### src/design/usbrp_consts.vh
// Overview of operation
// - Two paths join inner and outer ports; bypass passes LS, FS, BC.
// - High-speed packets are resynchronized and resent on the opposite port.
// - Path choice is automatic, made by the internal line-state monitor.
// - While chip reset is low, both paths stop and outer port floats.
// - After reset release, startup lasts 10 ms, then disconnect state.
// - Startup and disconnect states join ports through the bypass switch.
// - Enable high moves disconnect to full/low-speed state, bypass kept.
// - Serial select high turns trim pins into a two-wire slave port.
// - Two-bit open-drain status output reports the internal state.
// - Monitor tracks device chirp K and host K-J before switching.
// - SE0 after the chirps ends handshake; enter high-speed, resync path.
// - Enable low after startup returns to disconnect, ports stay joined.
`ifndef USBRP_CONSTS_VH
`define USBRP_CONSTS_VH
`define USBRP_CLK_NS 40
`define USBRP_STARTUP_MS 10
`define USBRP_STARTUP_CYC ((`USBRP_STARTUP_MS * 1000000) / `USBRP_CLK_NS)
`define USBRP_ST_RESET 3'h0
`define USBRP_ST_STARTUP 3'h1
`define USBRP_ST_DISC 3'h2
`define USBRP_ST_FSLS 3'h3
`define USBRP_ST_HS 3'h4
`define USBRP_LS_SE0 2'h0
`define USBRP_LS_J 2'h1
`define USBRP_LS_K 2'h2
`define USBRP_CH_IDLE 3'h0
`define USBRP_CH_RST 3'h1
`define USBRP_CH_DEVK 3'h2
`define USBRP_CH_HK 3'h3
`define USBRP_CH_HJ 3'h4
`define USBRP_CHIRP_PAIRS 3'h3
`define USBRP_STAT_RESET 2'h0
`define USBRP_STAT_DISC 2'h1
`define USBRP_STAT_FSLS 2'h2
`define USBRP_STAT_HS 2'h3
`define USBRP_APB_CTRL 12'h000
`define USBRP_APB_STAT 12'h004
`define USBRP_APB_CHIRP 12'h008
`define USBRP_CTRL_RST 32'h0000_0000
`endif

### src/design/usbrp_path_ctrl.v
`timescale 1ns/100ps
`include "usbrp_consts.vh"
module usbrp_path_ctrl #(
  parameter STARTUP_CYC = `USBRP_STARTUP_CYC
) (
  input wire pclk,
  input wire presetn,
  input wire psel,
  input wire penable,
  input wire pwrite,
  input wire [11:0] paddr,
  input wire [31:0] pwdata,
  output reg [31:0] prdata,
  output wire pready,
  output wire pslverr,
  input wire chip_reset_n,
  input wire enable,
  input wire force_through_strap,
  input wire detach_state_enable,
  input wire serial_config_select,
  input wire [1:0] inner_line_state,
  input wire [1:0] outer_line_state,
  input wire [4:0] tx_current_trim_in,
  output wire [4:0] tx_current_trim_out,
  output wire [4:0] tx_current_trim_oe_n,
  output wire [2:0] serial_slave_addr,
  output wire serial_scl_in,
  output wire serial_sda_in,
  output reg bypass_path_on,
  output reg highspeed_resync_path,
  output reg outer_port_hiz,
  output wire [1:0] state_indicator_out,
  output wire [1:0] state_indicator_oe_n
);

// ------------------------------------------------------------
// Input synchronisers
// ------------------------------------------------------------
// Three stages; a change is accepted once stages two and three agree
reg [2:0] rst_sy_r;
reg [2:0] en_sy_r;
reg [2:0] ils_a_r;
reg [2:0] ils_b_r;
reg [2:0] ols_a_r;
reg [2:0] ols_b_r;
reg rst_q_r;
reg en_q_r;
reg [1:0] ils_q_r;
reg [1:0] ols_q_r;

always @(posedge pclk or negedge presetn)
begin
  if (!presetn)
  begin
    rst_sy_r <= 3'h0;
    en_sy_r <= 3'h0;
    ils_a_r <= 3'h0;
    ils_b_r <= 3'h0;
    ols_a_r <= 3'h0;
    ols_b_r <= 3'h0;
    rst_q_r <= 1'b0;
    en_q_r <= 1'b0;
    ils_q_r <= 2'h0;
    ols_q_r <= 2'h0;
  end
  else
  begin
    rst_sy_r <= {rst_sy_r[1:0], chip_reset_n};
    en_sy_r <= {en_sy_r[1:0], enable};
    ils_a_r <= {ils_a_r[1:0], inner_line_state[0]};
    ils_b_r <= {ils_b_r[1:0], inner_line_state[1]};
    ols_a_r <= {ols_a_r[1:0], outer_line_state[0]};
    ols_b_r <= {ols_b_r[1:0], outer_line_state[1]};
    if (rst_sy_r[2] == rst_sy_r[1])
      rst_q_r <= rst_sy_r[2];
    if (en_sy_r[2] == en_sy_r[1])
      en_q_r <= en_sy_r[2];
    if (ils_a_r[2] == ils_a_r[1] && ils_b_r[2] == ils_b_r[1])
      ils_q_r <= {ils_b_r[2], ils_a_r[2]};
    if (ols_a_r[2] == ols_a_r[1] && ols_b_r[2] == ols_b_r[1])
      ols_q_r <= {ols_b_r[2], ols_a_r[2]};
  end
end

// ------------------------------------------------------------
// Control register
// ------------------------------------------------------------
// Bit 0 blocks entry to high-speed state (bypass only) for bring-up; once in high-speed it has no effect
reg [31:0] ctrl_r;
wire apb_wr;
wire hs_inhibit;

assign apb_wr = psel & penable & pwrite;
assign pready = 1'b1;
assign pslverr = 1'b0;
assign hs_inhibit = ctrl_r[0];

always @(posedge pclk or negedge presetn)
begin
  if (!presetn)
    ctrl_r <= `USBRP_CTRL_RST;
  else if (apb_wr && paddr == `USBRP_APB_CTRL)
    ctrl_r <= {31'h0, pwdata[0]};
end

// ------------------------------------------------------------
// Main state machine
// ------------------------------------------------------------
reg [2:0] state_r;
reg [2:0] state_nxt;
reg [31:0] tmr_r;
reg [2:0] chirp_r;
reg [2:0] chirp_nxt;
reg [2:0] kj_cnt_r;
reg chirp_done_r;
wire startup_done;

assign startup_done = (tmr_r >= STARTUP_CYC - 1);

always @*
begin
  state_nxt = state_r;
  case (state_r)
    `USBRP_ST_RESET:
      if (rst_q_r)
        state_nxt = `USBRP_ST_STARTUP;
    `USBRP_ST_STARTUP:
      if (startup_done)
        state_nxt = `USBRP_ST_DISC;
    `USBRP_ST_DISC:
      if (en_q_r)
        state_nxt = `USBRP_ST_FSLS;
    `USBRP_ST_FSLS:
      if (chirp_done_r && ols_q_r == `USBRP_LS_SE0 && !hs_inhibit)
        state_nxt = `USBRP_ST_HS;
    `USBRP_ST_HS:
      state_nxt = `USBRP_ST_HS;
    default:
      state_nxt = `USBRP_ST_RESET;
  endcase
  if (state_r != `USBRP_ST_RESET && state_r != `USBRP_ST_STARTUP &&
      !en_q_r)
    state_nxt = `USBRP_ST_DISC;
  if (!rst_q_r)
    state_nxt = `USBRP_ST_RESET;
end

always @(posedge pclk or negedge presetn)
begin
  if (!presetn)
  begin
    state_r <= `USBRP_ST_RESET;
    tmr_r <= 32'h0;
  end
  else
  begin
    state_r <= state_nxt;
    if (state_r == `USBRP_ST_STARTUP && state_nxt == `USBRP_ST_STARTUP)
      tmr_r <= tmr_r + 32'h1;
    else
      tmr_r <= 32'h0;
  end
end

// ------------------------------------------------------------
// Chirp tracker
// ------------------------------------------------------------
// Device K on the outer port, then alternating host K and J
always @*
begin
  chirp_nxt = chirp_r;
  case (chirp_r)
    `USBRP_CH_IDLE:
      if (ils_q_r == `USBRP_LS_SE0)
        chirp_nxt = `USBRP_CH_RST;
    `USBRP_CH_RST:
      if (ols_q_r == `USBRP_LS_K)
        chirp_nxt = `USBRP_CH_DEVK;
    `USBRP_CH_DEVK:
      if (ils_q_r == `USBRP_LS_SE0)
        chirp_nxt = `USBRP_CH_DEVK;
      else if (ils_q_r == `USBRP_LS_J)
        chirp_nxt = `USBRP_CH_HJ;
      else
        chirp_nxt = `USBRP_CH_DEVK;
    `USBRP_CH_HJ:
      if (ils_q_r == `USBRP_LS_K)
        chirp_nxt = `USBRP_CH_HK;
    `USBRP_CH_HK:
      if (ils_q_r == `USBRP_LS_J)
        chirp_nxt = `USBRP_CH_HJ;
    default:
      chirp_nxt = `USBRP_CH_IDLE;
  endcase
end

always @(posedge pclk or negedge presetn)
begin
  if (!presetn)
  begin
    chirp_r <= `USBRP_CH_IDLE;
    kj_cnt_r <= 3'h0;
    chirp_done_r <= 1'b0;
  end
  else if (state_r != `USBRP_ST_FSLS)
  begin
    chirp_r <= `USBRP_CH_IDLE;
    kj_cnt_r <= 3'h0;
    chirp_done_r <= 1'b0;
  end
  else
  begin
    chirp_r <= chirp_nxt;
    // One host K-J pair counted per J after K
    if (chirp_r == `USBRP_CH_HK && chirp_nxt == `USBRP_CH_HJ &&
        kj_cnt_r != `USBRP_CHIRP_PAIRS)
      kj_cnt_r <= kj_cnt_r + 3'h1;
    if (kj_cnt_r == `USBRP_CHIRP_PAIRS)
      chirp_done_r <= 1'b1;
  end
end

// ------------------------------------------------------------
// Path selection and status
// ------------------------------------------------------------
// Force-through is board-tied low; it only pins the bypass if set
reg [1:0] stat_r;

always @(posedge pclk or negedge presetn)
begin
  if (!presetn)
  begin
    bypass_path_on <= 1'b0;
    highspeed_resync_path <= 1'b0;
    outer_port_hiz <= 1'b1;
    stat_r <= `USBRP_STAT_RESET;
  end
  else
  begin
    case (state_nxt)
      `USBRP_ST_RESET:
      begin
        bypass_path_on <= 1'b0;
        highspeed_resync_path <= 1'b0;
        outer_port_hiz <= 1'b1;
        stat_r <= `USBRP_STAT_RESET;
      end
      `USBRP_ST_HS:
      begin
        bypass_path_on <= force_through_strap;
        highspeed_resync_path <= ~force_through_strap;
        outer_port_hiz <= 1'b0;
        stat_r <= `USBRP_STAT_HS;
      end
      `USBRP_ST_FSLS:
      begin
        bypass_path_on <= 1'b1;
        highspeed_resync_path <= 1'b0;
        outer_port_hiz <= 1'b0;
        stat_r <= `USBRP_STAT_FSLS;
      end
      default:
      begin
        bypass_path_on <= 1'b1;
        highspeed_resync_path <= 1'b0;
        outer_port_hiz <= 1'b0;
        stat_r <= `USBRP_STAT_DISC;
      end
    endcase
  end
end

// Open drain: oe_n low pulls the pin low, otherwise it floats
assign state_indicator_out = 2'h0;
assign state_indicator_oe_n = ~stat_r;

// ------------------------------------------------------------
// Trim pins as two-wire slave port
// ------------------------------------------------------------
// Block never drives these pins; the serial engine lives elsewhere
assign tx_current_trim_out = 5'h0;
assign tx_current_trim_oe_n = 5'h1f;
assign serial_slave_addr = serial_config_select ?
                           tx_current_trim_in[2:0] : 3'h0;
assign serial_scl_in = serial_config_select ?
                       tx_current_trim_in[3] : 1'b1;
assign serial_sda_in = serial_config_select ?
                       tx_current_trim_in[4] : 1'b1;

// ------------------------------------------------------------
// Register read
// ------------------------------------------------------------
always @(posedge pclk or negedge presetn)
begin
  if (!presetn)
    prdata <= 32'h0;
  else if (psel && !penable && !pwrite)
  begin
    case (paddr)
      `USBRP_APB_CTRL:
        prdata <= ctrl_r;
      `USBRP_APB_STAT:
        prdata <= {24'h0, detach_state_enable, serial_config_select,
                   en_q_r, highspeed_resync_path, bypass_path_on,
                   state_r};
      `USBRP_APB_CHIRP:
        prdata <= {25'h0, chirp_done_r, kj_cnt_r, chirp_r};
      default:
        prdata <= 32'h0;
    endcase
  end
end

endmodule

### config.mk
export PLATFORM = sky130hd
export DESIGN_NAME = usbrp_path_ctrl
export DESIGN_NICKNAME = d
export VERILOG_FILES = /design/src/design/usbrp_path_ctrl.v
export VERILOG_INCLUDE_DIRS = /design/src /design/src/design
export SDC_FILE = /design/constraint.sdc
export NUM_CORES = 1
export LEC_CHECK = 0
export BUFFER_PORTS_ARGS = -buffer_cell sky130_fd_sc_hd__buf_2
export CORE_AREA = 2 2 88 90
export DETAILED_ROUTE_END_ITERATION = 16
export DIE_AREA = 0 0 90 92
export HOLD_SLACK_MARGIN = 0.03
export PLACE_DENSITY = 0.78
export SLEW_MARGIN = 10
export SYNTH_ARGS = -nofsm -noshare
export SYNTH_HDL_FRONTEND = slang
export SYNTH_SLANG_ARGS = --single-unit
### constraint.sdc
create_clock -name pclk -period 2.1 [get_ports pclk]
set_input_delay 0.315 -clock pclk [delete_from_list [all_inputs] [get_ports pclk]]
set_output_delay 0.315 -clock pclk [all_outputs]
set_load 0.02 [all_outputs]
## Word level (Yosys, flattened, before mapping)

Index checks and enable logic that the tools add are counted.

- Input bits: 63
- Flip-flop bits (word level): 104
- Output and inout bits: 56
- Word-level logic and storage cells: 107

- Reduce and logical (&&, ||, !) cells: 25
- Equal/unequal tests: 27
- Mux-type cells: 27
- Bitwise gates (word level): 4
- Magnitude comparators: 1
- Add/sub/neg operators: 2

Operator list:

| cell | number |
|---|---|
| 3-bit two-way mux | 15 |
| 32-bit by 1-bit adder with 32-bit output, second input constant | 1 |
| 32-bit by 18-bit greater-or-equal comparator with 1-bit output, second input constant | 1 |
| 32-bit two-way mux | 1 |
| 3-bit one-hot mux with 5 select lines | 2 |
| 8-bit one-hot mux with 3 select lines | 1 |
| 3-bit by 2-bit == test with 1-bit output, second input constant | 6 |
| 12-bit by 3-bit == test with 1-bit output, second input constant | 1 |
| 12-bit by 4-bit == test with 1-bit output, second input constant | 1 |
| 3-bit == test, second input constant | 4 |
| 1-bit logical AND | 12 |
| 12-bit logical NOT | 1 |
| 3-bit by 1-bit == test with 1-bit output, second input constant | 3 |
| 3-bit logical NOT | 3 |
| 1-bit == test | 6 |
| 1-bit two-way mux | 6 |
| 3-bit by 2-bit inequality test with 1-bit output, second input constant | 2 |
| 2-bit one-hot mux with 3 select lines | 1 |
| 2-bit == test, second input constant | 2 |
| 1-bit logical NOT | 4 |
| 2-bit logical NOT | 2 |
| 2-bit nonzero test | 2 |
| 3-bit by 1-bit adder with 3-bit output, second input constant | 1 |
| 3-bit by 1-bit inequality test with 1-bit output, second input constant | 1 |
| other kinds (6) | 7 |

## Depth between registers and ports, before layout

- Depth in word-level cells: 10
- Depth in mapped cells: 8
- Mapped depth without buffers: 6

## Least setup slack after synthesis

Ideal clock, no wire load.

- Path kind: register -> register
- Start point: register tmr_r[0]
- End point: register tmr_r[15]
- Path buffers: 2
- Stages on the path, launching flop included: 9
- Arrival time: 1.545 ns
- Path slack: 0.486 ns
- Required time: 2.031 ns
- Path through: dfrtp_1 ha_1 nand4_1 nand3_1 a221oi_2 nand2b_1 buf_6 buf_6 nor2_2

- Cells in the longest elaborated chain, start to end: 8
- Elaborated cells on any way between the ends: 9
- Those cells by class: add/sub (1); order compare (1); eq/ne (1); mux (5); reduce/logical (1)

Ends and longest elaborated chain:

| item | line | text |
|---|---|---|
| from (decl) | usbrp_path_ctrl.v:111 | `reg [31:0] tmr_r;` |
| from (signal assigned) | usbrp_path_ctrl.v:159 | `tmr_r <= tmr_r + 32'h1;` |
| 32-bit by 18-bit greater-or-equal comparator with 1-bit output | usbrp_path_ctrl.v:118 | `assign startup_done = (tmr_r >= STARTUP_CYC - 1);` |
| 3-bit two-way mux | usbrp_path_ctrl.v:128 | `if (startup_done)` |
| 3-bit one-hot mux with 5 select lines | usbrp_path_ctrl.v:123 | `case (state_r)` |
| 3-bit two-way mux | usbrp_path_ctrl.v:141 | `` if (state_r != `USBRP_ST_RESET && state_r != `USBRP_ST_STARTUP && `` |
| 3-bit two-way mux | usbrp_path_ctrl.v:144 | `if (!rst_q_r)` |
| 3-bit by 1-bit == test with 1-bit output (no line) | -- |  |
| 1-bit logical AND (no line) | -- |  |
| 32-bit two-way mux * | usbrp_path_ctrl.v:158 | `` if (state_r == `USBRP_ST_STARTUP && state_nxt == `USBRP_ST_STARTUP) `` |

Every way passes the cells marked *; elsewhere a longest branch is shown, timed or not.
A chain may end at the register's enable or synchronous reset.

## Worst setup path in the final report

- Start point: register ols_q_r[1]
- End point: register stat_r[0]

- Cells in the longest elaborated chain, start to end: 9
- Elaborated cells on any way between the ends: 11
- Those cells by class: eq/ne (2); mux (5); reduce/logical (4)

Ends and longest elaborated chain:

| item | line | text |
|---|---|---|
| from (decl) | usbrp_path_ctrl.v:49 | `reg [1:0] ols_q_r;` |
| from (signal assigned) | usbrp_path_ctrl.v:81 | `ols_q_r <= {ols_b_r[2], ols_a_r[2]};` |
| 2-bit logical NOT (no line) * | -- |  |
| 1-bit logical AND (no line) * | -- |  |
| 1-bit logical AND * | usbrp_path_ctrl.v:134 | `` if (chirp_done_r && ols_q_r == `USBRP_LS_SE0 && !hs_inhibit) `` |
| 3-bit two-way mux * | usbrp_path_ctrl.v:134 |  |
| 3-bit one-hot mux with 5 select lines * | usbrp_path_ctrl.v:123 |  |
| 3-bit two-way mux * | usbrp_path_ctrl.v:141 |  |
| 3-bit two-way mux * | usbrp_path_ctrl.v:144 |  |
| net state_nxt[2] | usbrp_path_ctrl.v:110 | `reg [2:0] state_nxt;` |
| 3-bit by 2-bit == test with 1-bit output, or another cell as far along | usbrp_path_ctrl.v:240 | `case (state_nxt)` |
| 2-bit one-hot mux with 3 select lines * | usbrp_path_ctrl.v:240 |  |
| to (signal assigned) | usbrp_path_ctrl.v:236 | `` stat_r <= `USBRP_STAT_RESET; `` |
| to (signal assigned) | usbrp_path_ctrl.v:246 | `` stat_r <= `USBRP_STAT_RESET; `` |
| to (signal assigned) | usbrp_path_ctrl.v:253 | `` stat_r <= `USBRP_STAT_HS; `` |
| to (decl) | usbrp_path_ctrl.v:227 | `reg [1:0] stat_r;` |

The timed path passes the listed nets; every way through them passes the cells marked *.

==> impl_metrics.csv <==
group,metric,value,unit
outcome,status,"finished, final reports clean",
sta,fmax,551.7,MHz
worst_setup_path,required,2.36,ns
worst_setup_path,crit_path_end_kind,"flop",
worst_setup_path,cp-start-kind,"flop",
synthesis,synth-edff-count,0,
cts,post_cts.repair.setup_buffers,0,
sta,fin_skew,0.01063,ns
synthesis,synthFlopType,"dfrtp_1",
detailed_routing,vias,2404,
cts,clockBufferDepth,2,
worst_setup_path,crit_start,"ols_q_r[1]",
finish,multi_input_area,1390,um^2
synthesis,synthCells,327,
detailed_routing,ant_nets,0,
global_route,antenna_found_initial,0,
sta,tightest_slew,0.5549,ns
finish,n_antenna_cell,0,
die,die_h,92,um
cts,cts_tree,"yes",
min_path,min_from,"outer_line_state[1]",
worst_setup_path,critPathMaxFanout,5,
global_route,grt_pass1_vias,2276,
global_route,overflow,0,
place,placedCellCount,487,
synthesis,postSynthAreaPerCell,10.91,um^2
pwr,ir_worst_vdd,0.0003871,V
synthesis,ys_seq_area_share,56.16,%
detailed_routing,vias_per_cell,4.770,
sta,setup_tns,0,ns
pwr,power,3.203,mW
synthesis,synth_area_leader_cell,"dfrtp_1",
sta,fin_crit,1.813,ns
cts,cts-root-buf,"clkbuf_8",
worst_setup_path,worstSetupPathType,"reg -> reg",
cts,cts_max_level,3,
sta,finalSetupViolCount,0,
die,start_util,47.90,%
synthesis,synth.distinct_cells,45,
synthesis,synth_area,3567,um^2
min_path,hold_path.class,"in -> reg",
sta,holdWs,0.06619,ns
synthesis,ys_ff_latch,80,
finish,instances_no_fill,504,
finish,drive_above_1_share,20.90,%
detailed_routing,drt_iter0_markers,104,
cts,cts_sinks,80,
sta,slew-limit-headroom,63.01,%
place,gp_congestion,0.8133,
die,io_pins,119,
finish,fillers,654,
pwr,p_per_area,790.2,nW/um^2
synthesis,synth_area_leaders,"dfrtp_1, buf_4, xnor2_1",
place,hpwl,4056,um
finish,final_nets,463,
die,core_area,7447,um^2
detailed_routing,wl_per_cell,11.50,um
sta,grt_setup_unrepaired,"no",
worst_setup_path,arrival,2.07,ns
die,rows,32,
detailed_routing,drc,0,
sta,hold_violations,0,
cts,cts_made_buffers,9,
die,fp.dieArea,8280,um^2
global_route,grtUsageTotal,15.03,%
worst_setup_path,r2r_start,"ols_q_r[1]",
cts,clkTransAtPathRegs,0.09,ns
synthesis,synth_warnings,0,
detailed_routing,finalWirelength,5796,um
global_route,grt_pass1_wl,10120,um
job,timing.max_cap.violations,0,
detailed_routing,firstDrtPassIters,5,
place,io_buffer_count,49,
die,dieWidth,90,um
synthesis,synthArstFlopShare,100.0,%
sta,min_period_over_period,86.32,%
synthesis,synth.top_cell.area_share,55.42,%
sta,slew_violations,0,
global_route,grt_max_degree,44,
cts,clkLatencyLatePin,0.35,ns
finish,area_growth,13.64,%
finish,ff_latch_area,2003,um^2
pwr,power_leakage,1.843,nW
power by group:
group	total (mW)	leakage, nW	switching, mW	internal, mW
registers	1.70	1.02	0.0743	1.63
clock network	1.13	0.0925	0.576	0.559
logic	0.366	0.726	0.239	0.127
total	3.20	1.84	0.890	2.31
worst max-delay path, stage by stage, from the launching register on:
cell and delay [ns]:
dfrtp_1 0.44, nor4b_2 0.43, nand3_1 0.14, a21oi_1 0.32
o311ai_0 0.20, mux2i_1 0.18
cells in the final DEF, fill, tap and decap left out, types with 10 or more instances in the layout:
cell / n
dfrtp_1: 79
conb_1: 52
buf_2: 48
nor2_1: 33
a21oi_1: 17
nand2_1: 17
xnor2_1: 17
inv_1: 10
nand3_1: 10
nor2_2: 10
layer usage:
| layer | global-route usage (%) | up-vias | part of all wire [%] |
|---|---|---|---|
| met2 | 24.25 | 80 | 48 |
| met1 | 19.38 | 1150 | 45 |
| met5 | 0 | - | 0 |
| li1 | - | 1165 | - |
| met3 | 3.205 | 9 | 5.8 |
| met4 | 7.436 | 0 | 1.5 |
synth_stat cells (2+ instances only):
cell type  number
o21ai_0         4
buf_4          38
a21o_1          2
xnor2_1        17
dfrtp_1        79
nor2b_1         6
nor3_1          3
buf_6           2
o31ai_1         7
nor2_2         10
a22oi_1         6
and3_1          3
inv_1          10
nand4_1         7
mux2i_1         3
a21oi_1        17
and4_1          2
clkbuf_1        3
and2_1          4
conb_1          2
nand3b_1        2
maj3_1          2
nor4bb_1        2
xor2_1          4
nor4_1          6
nand2_1        17
nand2b_1        8
nor2_1         33
nand3_1        10
ha_1            3
area by class of cell:
type,instances,area share [%]
sequential,80,49.41
inverter,10,0.9259
clock inverter,7,1.944
timing repair buffer,53,7.222
clock buffer,9,3.056
multi-input combinational,243,34.29
tap,102,3.148
per-stage QoR:
stage          instance area [um^2]  setup WS [ns]  util [%]
3_5_place_dp                   3841         0.2882     51.58
6_report                       4054         0.2873     54.44
3_3_place_gp                   3841         0.3450     51.58
2_1_floorplan                  3755         0.4862         -
5_1_grt                        4054        0.06192     54.44
4_1_cts                        4054         0.2654     54.44
worst paths after layout:
check	slack, ns	cells past startpoint	endpoint
max in group asynchronous	1.02	3	tmr_r[19]
min in group asynchronous	0.50	2	prdata[6]
setup / recovery	0.29	5	stat_r[0]
hold / removal	0.07	1	ols_b_r[0]
hold reg to reg	0.36	0	ils_a_r[1]
setup reg to reg	0.29	5	stat_r[0]
timing repair:
| item | in CTS | in global routing |
|---|---|---|
| hold endpoints to repair | 41 | 0 |
| resized for setup | 0 | 0 |
| hold buffers | 1 | 0 |
cell families after synthesis:
kind of cell / Yosys count / synth area share, %
compound gates: 46 / 8.628
simple gates: 115 / 16.94
mux: 4 / 1.157
other cells: 2 / 0.2105
flops: 80 / 56.16
fa+ha+maj: 5 / 1.614
buf+inv: 54 / 10.14
xor+xnor: 21 / 5.156
sequential cells by signal (all words and copies together) (netlist names), 2 cells and up:
name,flops
chirp_r,3
ils_q_r,2
ils_b_r,3
stat_r,2
ils_a_r,3
kj_cnt_r,3
rst_sy_r,3
state_r,3
ols_b_r,3
ols_a_r,3
tmr_r,32
en_sy_r,3
prdata,8
ols_q_r,2
No activity file was read; power rests on OpenSTA's default activity.
